`config.mk`:
```
export PLATFORM = sky130hd
export DESIGN_NAME = half_bridge_gate_fault_logic
export DESIGN_NICKNAME = d
export VERILOG_FILES = /design/src/shared/gate_fault_pkg.sv /design/src/half_bridge_gate_fault_logic.sv
export SDC_FILE = /design/constraint.sdc
export NUM_CORES = 1
export LEC_CHECK = 0
export ABC_AREA = 1
export CAP_MARGIN = 20
export CELL_PAD_IN_SITES_DETAIL_PLACEMENT = 0
export CELL_PAD_IN_SITES_GLOBAL_PLACEMENT = 1
export CORE_UTILIZATION = 40
export DETAILED_ROUTE_END_ITERATION = 16
export DONT_BUFFER_PORTS = 1
export PLACE_DENSITY = 0.75
export SYNTH_ARGS = -nofsm -noshare
export SYNTH_HDL_FRONTEND = slang
export SYNTH_SLANG_ARGS = --single-unit
```
`constraint.sdc`:
```
create_clock -name mclk -period 1.15 [get_ports mclk]
set_clock_uncertainty 0.1 [all_clocks]
set_input_delay 0.0575 -clock mclk [delete_from_list [all_inputs] [get_ports mclk]]
set_output_delay 0.0575 -clock mclk [all_outputs]
set_load 0.03 [all_outputs]
```
`src/shared/gate_fault_pkg.sv`:
```
// Package with constants and carrier types for the half-bridge gate fault logic.
package gate_fault_pkg;

  // Clock and timing figures.
  localparam int unsigned CLK_HZ          = 25_000_000;
  localparam int unsigned CLK_PERIOD_NS   = 40;
  localparam int unsigned OC_OFF_MAX_NS   = 150;
  localparam int unsigned OC_OFF_CYCLES   =
    (OC_OFF_MAX_NS / CLK_PERIOD_NS) < 1 ? 1 : (OC_OFF_MAX_NS / CLK_PERIOD_NS);
  localparam int unsigned PUMP_CLK_HZ     = 600_000;
  localparam int unsigned PUMP_HALF_DIV   = CLK_HZ / (2 * PUMP_CLK_HZ);
  localparam int unsigned PUMP_CNT_W      = 8;
  localparam logic [PUMP_CNT_W-1:0] PUMP_HALF_LAST =
    PUMP_CNT_W'(PUMP_HALF_DIV - 1);
  localparam logic [PUMP_CNT_W-1:0] PUMP_CNT_RST = 8'h00;

  // Analogue comparator results, already digitised, for one die.
  typedef struct packed {
    logic current_high;   // Current sense above its threshold.
    logic pos_supply_low; // Positive supply below its trip point.
    logic neg_supply_bad; // Negative supply above its fault level.
    logic pump_over;      // Supply difference above the pump limit.
  } die_sense_s;

  // Status of one die's protection.
  typedef struct packed {
    logic oc_latched;
    logic uv_lock;
    logic gate_on;
  } die_status_s;

  localparam die_status_s DIE_STATUS_RST = '{1'b0, 1'b1, 1'b0};

endpackage : gate_fault_pkg

```
`src/half_bridge_gate_fault_logic.sv`:
```
// Protection and gate control logic of a two-die half-bridge driver.
//
// Function
// - Low-side gate on while low-side command high, off when low.
// - High-side gate follows high-side command forwarded from low-side die.
// - Upward channel carries high-side command, downward channel carries fault.
// - High-side fault arriving downward pulls the shared fault output low.
// - Returned high-side fault is status only; high die shuts itself.
// - Overcurrent or supply undervoltage forces that die's gate off.
// - Overcurrent sensing counts only while that die's gate is on.
// - Overcurrent latch clears only on next command rising edge.
// - One open-drain fault output, low for fault on either die.
// - Gate turns off within 150 ns of sensed overcurrent.
// - Lockout keeps both gates from being on together.
// - At power-up both gates held off until supply reaches trip point.
// - Positive supply below trip point locks gate off.
// - Negative supply above fault level locks gate off.
// - Charge-pump clock near 600 kHz, stopped above 20 V difference.
// - Fault stays low until next input cycle or supply recovery.
// - Low-side command high turns gate on and resets fault logic.
// - A side turns on only after the other side was commanded off.
`timescale 1ns/1ps

module half_bridge_gate_fault_logic
  import gate_fault_pkg::*;
(
  input  wire logic        mclk,
  input  wire logic        rst,
  input  wire logic        low_side_command_in,
  input  wire logic        high_side_command_in,
  input  wire die_sense_s  low_sense,
  input  wire die_sense_s  high_sense,
  output logic             low_gate_out,
  output logic             high_gate_out,
  output logic             up_channel_out,
  output logic             down_channel_out,
  output logic             fault_n_out,
  output logic             fault_n_oe,
  output logic             low_pump_clk,
  output logic             high_pump_clk,
  output die_status_s      low_status,
  output die_status_s      high_status
);

  // Two-flop synchronisers for both commands and all sense inputs.
  logic [1:0] cmd_meta;
  logic [1:0] cmd_sync;
  logic [1:0] cmd_prev;
  die_sense_s low_meta;
  die_sense_s low_s;
  die_sense_s high_meta;
  die_sense_s high_s;
  logic [1:0] next_cmd_meta;
  logic [1:0] next_cmd_sync;
  logic [1:0] next_cmd_prev;

  always_comb
  begin
    next_cmd_meta = {high_side_command_in, low_side_command_in};
    next_cmd_sync = cmd_meta;
    next_cmd_prev = cmd_sync;
  end

  always_ff @(posedge mclk)
  begin
    if (rst)
    begin
      cmd_meta  <= 2'h0;
      cmd_sync  <= 2'h0;
      cmd_prev  <= 2'h0;
      low_meta  <= '0;
      low_s     <= '0;
      high_meta <= '0;
      high_s    <= '0;
    end
    else
    begin
      cmd_meta  <= next_cmd_meta;
      cmd_sync  <= next_cmd_sync;
      cmd_prev  <= next_cmd_prev;
      low_meta  <= low_sense;
      low_s     <= low_meta;
      high_meta <= high_sense;
      high_s    <= high_meta;
    end
  end

  logic low_cmd;
  logic high_cmd;
  logic low_rise;
  logic high_rise;

  assign low_cmd   = cmd_sync[0];
  assign high_cmd  = cmd_sync[1];
  assign low_rise  = cmd_sync[0] & ~cmd_prev[0];
  assign high_rise = cmd_sync[1] & ~cmd_prev[1];

  // Upward channel: the high-side command as a registered level.
  logic up_link;
  logic next_up_link;
  logic high_prev_link;
  // Downward channel: the high die's fault state returned as a level.
  logic down_link;
  logic next_down_link;

  die_status_s low_st;
  die_status_s high_st;
  die_status_s next_low_st;
  die_status_s next_high_st;

  // Side that may drive: a side is armed only after the other was
  // commanded off, so overlapping commands keep the late one off.
  logic low_armed;
  logic high_armed;
  logic next_low_armed;
  logic next_high_armed;

  logic low_oc_now;
  logic high_oc_now;
  logic low_uv;
  logic high_uv;

  assign low_uv  = low_s.pos_supply_low | low_s.neg_supply_bad;
  assign high_uv = high_s.pos_supply_low | high_s.neg_supply_bad;
  // Sense only counts while the gate is on; off-state readings are noise.
  assign low_oc_now  = low_s.current_high & low_st.gate_on;
  assign high_oc_now = high_s.current_high & high_st.gate_on;

  always_comb
  begin
    next_up_link    = high_cmd;
    next_low_armed  = low_armed;
    next_high_armed = high_armed;
    if (!low_cmd)
    begin
      next_high_armed = 1'b1;
    end
    if (!up_link)
    begin
      next_low_armed = 1'b1;
    end
    if (low_cmd && up_link && !low_st.gate_on)
    begin
      next_low_armed = 1'b0;
    end
    if (up_link && low_cmd && !high_st.gate_on)
    begin
      next_high_armed = 1'b0;
    end

    // Low die: the set of the latch wins over a clearing edge.
    next_low_st          = low_st;
    next_low_st.uv_lock  = low_uv;
    if (low_rise)
    begin
      next_low_st.oc_latched = 1'b0;
    end
    if (low_oc_now)
    begin
      next_low_st.oc_latched = 1'b1;
    end
    next_low_st.gate_on = low_cmd && next_low_armed && !low_uv
                          && !low_oc_now && !next_low_st.oc_latched
                          && !high_st.gate_on;

    // High die takes its command from the upward channel; its gate also checks low_cmd and the low gate.
    next_high_st         = high_st;
    next_high_st.uv_lock = high_uv;
    if (up_link && !high_st.gate_on && !high_prev_link)
    begin
      next_high_st.oc_latched = 1'b0;
    end
    if (high_oc_now)
    begin
      next_high_st.oc_latched = 1'b1;
    end
    // High-side shutdown is decided here only, never from the status path.
    next_high_st.gate_on = up_link && next_high_armed && !high_uv
                           && !high_oc_now && !next_high_st.oc_latched
                           && !low_st.gate_on && !low_cmd;

    next_down_link = next_high_st.oc_latched | high_uv;
  end

  always_ff @(posedge mclk)
  begin
    if (rst)
    begin
      up_link        <= 1'b0;
      down_link      <= 1'b0;
      low_st         <= DIE_STATUS_RST;
      high_st        <= DIE_STATUS_RST;
      low_armed      <= 1'b0;
      high_armed     <= 1'b0;
      high_prev_link <= 1'b0;
    end
    else
    begin
      up_link        <= next_up_link;
      down_link      <= next_down_link;
      low_st         <= next_low_st;
      high_st        <= next_high_st;
      low_armed      <= next_low_armed;
      high_armed     <= next_high_armed;
      high_prev_link <= up_link;
    end
  end

  // Shared fault pin: open drain, driven low only.
  logic fault_any;
  logic next_fault_any;

  always_comb
  begin
    next_fault_any = next_low_st.oc_latched | low_uv | down_link;
  end

  always_ff @(posedge mclk)
  begin
    if (rst)
    begin
      fault_any <= 1'b1;
    end
    else
    begin
      fault_any <= next_fault_any;
    end
  end

  assign fault_n_out = 1'b0;
  assign fault_n_oe  = fault_any;

  // Charge pumps: a divider toggles each pump clock, held while over limit.
  logic [PUMP_CNT_W-1:0] pump_cnt;
  logic [PUMP_CNT_W-1:0] next_pump_cnt;
  logic                  low_pump;
  logic                  high_pump;
  logic                  next_low_pump;
  logic                  next_high_pump;
  logic                  pump_tick;

  assign pump_tick = (pump_cnt == PUMP_HALF_LAST);

  always_comb
  begin
    next_pump_cnt  = pump_tick ? PUMP_CNT_RST : pump_cnt + 8'h01;
    next_low_pump  = low_pump;
    next_high_pump = high_pump;
    if (pump_tick && !low_s.pump_over)
    begin
      next_low_pump = ~low_pump;
    end
    if (pump_tick && !high_s.pump_over)
    begin
      next_high_pump = ~high_pump;
    end
  end

  always_ff @(posedge mclk)
  begin
    if (rst)
    begin
      pump_cnt  <= PUMP_CNT_RST;
      low_pump  <= 1'b0;
      high_pump <= 1'b0;
    end
    else
    begin
      pump_cnt  <= next_pump_cnt;
      low_pump  <= next_low_pump;
      high_pump <= next_high_pump;
    end
  end

  assign low_gate_out     = low_st.gate_on;
  assign high_gate_out    = high_st.gate_on;
  assign up_channel_out   = up_link;
  assign down_channel_out = down_link;
  assign low_pump_clk     = low_pump;
  assign high_pump_clk    = high_pump;
  assign low_status       = low_st;
  assign high_status      = high_st;

  property p_no_overlap;
    @(posedge mclk) disable iff (rst)
      !(low_gate_out && high_gate_out);
  endproperty
  a_no_overlap: assert property (p_no_overlap)
    else $error("Both gates on together.");
  property p_low_oc_off;
    @(posedge mclk) disable iff (rst)
      (low_s.current_high && low_gate_out) |=> !low_gate_out;
  endproperty
  a_low_oc_off: assert property (p_low_oc_off)
    else $error("Low gate stayed on after overcurrent.");
  property p_high_oc_off;
    @(posedge mclk) disable iff (rst)
      (high_s.current_high && high_gate_out) |=> !high_gate_out;
  endproperty
  a_high_oc_off: assert property (p_high_oc_off)
    else $error("High gate stayed on after overcurrent.");
  property p_low_uv;
    @(posedge mclk) disable iff (rst)
      low_uv |=> !low_gate_out;
  endproperty
  a_low_uv: assert property (p_low_uv)
    else $error("Low gate on under supply fault.");
  property p_high_uv;
    @(posedge mclk) disable iff (rst)
      high_uv |=> !high_gate_out;
  endproperty
  a_high_uv: assert property (p_high_uv)
    else $error("High gate on under supply fault.");
  property p_latch_holds;
    @(posedge mclk) disable iff (rst)
      (low_st.oc_latched && !low_rise) |=> low_st.oc_latched;
  endproperty
  a_latch_holds: assert property (p_latch_holds)
    else $error("Low overcurrent latch cleared without a rising edge.");
  property p_low_cmd_off;
    @(posedge mclk) disable iff (rst)
      !low_cmd |=> !low_gate_out;
  endproperty
  a_low_cmd_off: assert property (p_low_cmd_off)
    else $error("Low gate on without command.");
  property p_high_fault_flag;
    @(posedge mclk) disable iff (rst)
      down_link |=> fault_n_oe;
  endproperty
  a_high_fault_flag: assert property (p_high_fault_flag)
    else $error("High-side fault not shown on fault output.");
  property p_pump_stop;
    @(posedge mclk) disable iff (rst)
      low_s.pump_over |=> $stable(low_pump);
  endproperty
  a_pump_stop: assert property (p_pump_stop)
    else $error("Low pump clock ran above supply limit.");
endmodule : half_bridge_gate_fault_logic

```
==> summary.txt <==
Run status
  • Status: finished with violations
  • Failing checks: hold timing, setup timing

Run
  • Max-Cap Viols: 0

Timing
  • RSZ-0062 raised after global routing: yes
  • Final Max Slew Viols: 0
  • Period minus WS final: 1.16 ns
  • Final period util: 1.00
  • Final hold vios: 30
  • Max Fclk: ~0.87 GHz
  • Worst setup margin: -0.00552 ns
  • Worst hold slack: -0.289 ns
  • Final setup fails: 1

Layout
  • Total Nets Final: 222
  • Non-Filler Instances: approximately 260
  • Diode count: 0
  • Most frequent cells in the layout: 42 x inv_1, 38 x dfxtp_1, 29 x nor2_1, 20 x nand2_1
  • Final Util: 0.536
  • Fill cells: 347
  • Area growth, synth to finish: 23.4%
  • Leading cell type in the layout, fill and taps excluded: inv_1
  • Layout cell share with drive strength beyond 1: 0.210

Critical path
  • Critical path startpoint category: flip-flop
  • Req. time, crit path: 1.24 ns
  • Worst reg2reg path depth: 6
  • CP endpoint kind: flip-flop
  • Crit path depth: 6
  • Flop2flop setup slack: -0.006 ns
  • Crit-path cells: ha_4, nand2_4, nor2_4, nand2_2, nand2_4, nor2_1
  • Critical Path AT: 1.25 ns
  • CP most frequent cell: nand2_4
  • Crit path buf inv count: 0
  • Worst path top cell family by delay: simple AND/OR/NAND/NOR gates
  • CP max stage delay: ~0.36 ns
  • Worst Path Max Fanout: 7
  • Crit. Startpoint: pump_cnt[1]
  • Crit Path Class: flip-flop to flip-flop
  • CP Capture Point: pump_cnt[1]
  • Highest-delay cell along the critical path: dfxtp_2
  • RR Endpoint: pump_cnt[1]
  • Worst r2r src: pump_cnt[1]

Hold path
  • Hold Path Depth: 1
  • Tightest Hold Check Type: primary input to flip-flop

Place
  • Inst Count DP: roughly 240
  • GP Congestion: 0.696
  • PortBufs: 0
  • Detailed Place HPWL: 1520 µm
  • Pre-CTS WS: -0.0745 ns

Drt
  • Drt first pass iters: 3
  • # DRC: 0
  • Via count: 1082
  • Avg WL per Cell: 8.82 µm
  • Metal-1 WL: approximately 1000 µm
  • Uppermost layer routed: met4
  • Via density: 4.23
  • Final ANT Viol Nets: 0
  • Routed WL: 2260 µm
  • Routed wl met3: about 100 µm
  • WL met2: 1050 µm
  • DR iter-0 viols: 25

Global routing
  • First-pass GRT wire length: about 4200 µm
  • Largest net degree at the start of global routing: 30
  • Vias in the first global route: 1043
  • Total track usage: 0.138
  • Initial antenna violation count: 0
  • Grt ovf: 0

Yosys
  • Yosys warnings: 0
  • Top-area cell type share of the netlist area: 0.558
  • Mapped Area: 1510 µm²
  • EDFF count, synth: 0
  • Syn_area_per_cell: 8.15 µm²
  • Post-synthesis sequential area ratio: 0.558
  • Cells after synthesis: between 150 and 200
  • Mapped Nets: between 150 and 200
  • Area leader, netlist: dfxtp_1
  • Synth top area cells: dfxtp_1 56%, inv_1 11%, nor2_1 8.5%
  • Post-synth ARST share: 0
  • Main synth FF type: dfxtp_1
  • Flops & latches, synth: 42
  • Post-synth cell types: 23

Die
  • Die height: around 63 µm
  • Die Area: between 4000 and 5000 µm²
  • # rows: 21
  • Core area: 3470 µm²
  • IO Pins: 26
  • Initial Utilization: 0.435
  • Die W: 63.4 µm

Clock network
  • Root Driver: clkbuf_8
  • TritonCTS Buffers: 5
  • Hold-fix buffers, CTS: 21
  • Reg clk slew, reported paths: 0.08 ns
  • Clock Sinks: 42
  • CTS Buffer Depth: 2
  • H-Tree Depth: 2
  • Worst-Skew Late Latency: 0.30 ns
  • CTS tree: yes

Power
  • Leakage Power: about 0.86 nW
  • Power Dens Cells: approximately 1400 nW/µm²
  • Peak VDD IR: 0.000788 V
==> kinds of logic after synthesis <==
kind of cell               count (synthesis)  share of synthesized area
and+or+nand+nor                           79                      0.247
buffers and inverters                     51                      0.139
DFF                                       42                      0.558
AOI/OAI and AO/OA                          9                     0.0332
xor gates and xnor gates                   2                     0.0116
adders and majority gates                  1                    0.00830
other                                      1                    0.00249
==> worst min path at each step <==
stage	startpoint	endpoint	slack, ns
floorplan	low_side_command_in	cmd_meta[0]	0.06
global placement	rst	low_status[2]	0.03
detailed placement	rst	low_status[2]	0.03
CTS	rst	low_status[2]	-0.29
global route	rst	cmd_sync[0]	-0.30
finish	rst	cmd_sync[0]	-0.29
==> registers in the layout (all words and copies together), names as in the netlist, 2 cells and up <==
register	flops
pump_cnt	8
high_meta	4
high_s	4
low_meta	4
low_s	4
cmd_meta	2
cmd_sync	2
high_status	2
low_status	2
==> report_power, final <==
part | total [W] | switching (W) | leakage (nW) | internal, W
clock network | 0.000934 | 0.000508 | 0.0441 | 0.000426
registers | 0.00155 | 0.0000398 | 0.347 | 0.00151
logic | 0.000155 | 0.0000808 | 0.468 | 0.0000741
==> layer usage <==
metal | vias up | global-route usage
li1 | 583 | -
met1 | 470 | 0.137
met2 | 21 | 0.237
met3 | 8 | 0.0471
met4 | 0 | 0.102
met5 | - | 0
==> timing repair <==
item	in CTS	in global routing
setup buffers	1	0
endpoints found under the hold margin	42	28
resized for setup	7	9
endpoints found under the setup margin	10	22
pin swaps	5	4
==> worst reg2reg max path, stage by stage (launching register included) <==
cell	delay (ns)
dfxtp_2	0.36
ha_4	0.15
nand2_4	0.05
nor2_4	0.13
nand2_2	0.09
nand2_4	0.12
nor2_1	0.06
==> metrics by stage <==
step / hold WS, ns / TNS [ns] / total power, W / cell area [µm²]
final: -0.289 / -0.00552 / 0.00264 / 1860
after global placement: 0.0296 / -0.126 / 0.00169 / 1600
after floorplan: 0.0645 / 0 / 0.00169 / 1510
after detailed placement: 0.0323 / -0.592 / 0.00170 / 1600
after CTS: -0.294 / -0.00637 / 0.00270 / 1940
after global routing: -0.304 / -0.468 / 0.00278 / 1860
==> cells in the mapped netlist, types with 2 or more instances <==
library cell  instances
nand2_1              20
nor2_1               34
nor2_4                3
buf_2                 3
buf_4                 4
a21oi_1               5
dfxtp_1              42
inv_1                44
nand3_1               9
nand4_1               4
xnor2_1               2
nand2_2               4
==> layout make-up <==
class / instances / area, µm² / area share
clock buffers: 5 / 68.8 / 0.0370
clock inverters: 3 / 21.3 / 0.0114
inverters: 44 / 165 / 0.0888
multi-input cells: 92 / 492 / 0.264
flip-flops and latches: 42 / 846 / 0.455
well taps: 46 / 57.6 / 0.0309
repair buffers: 24 / 210 / 0.113
(Power assumes the default switching activity.)
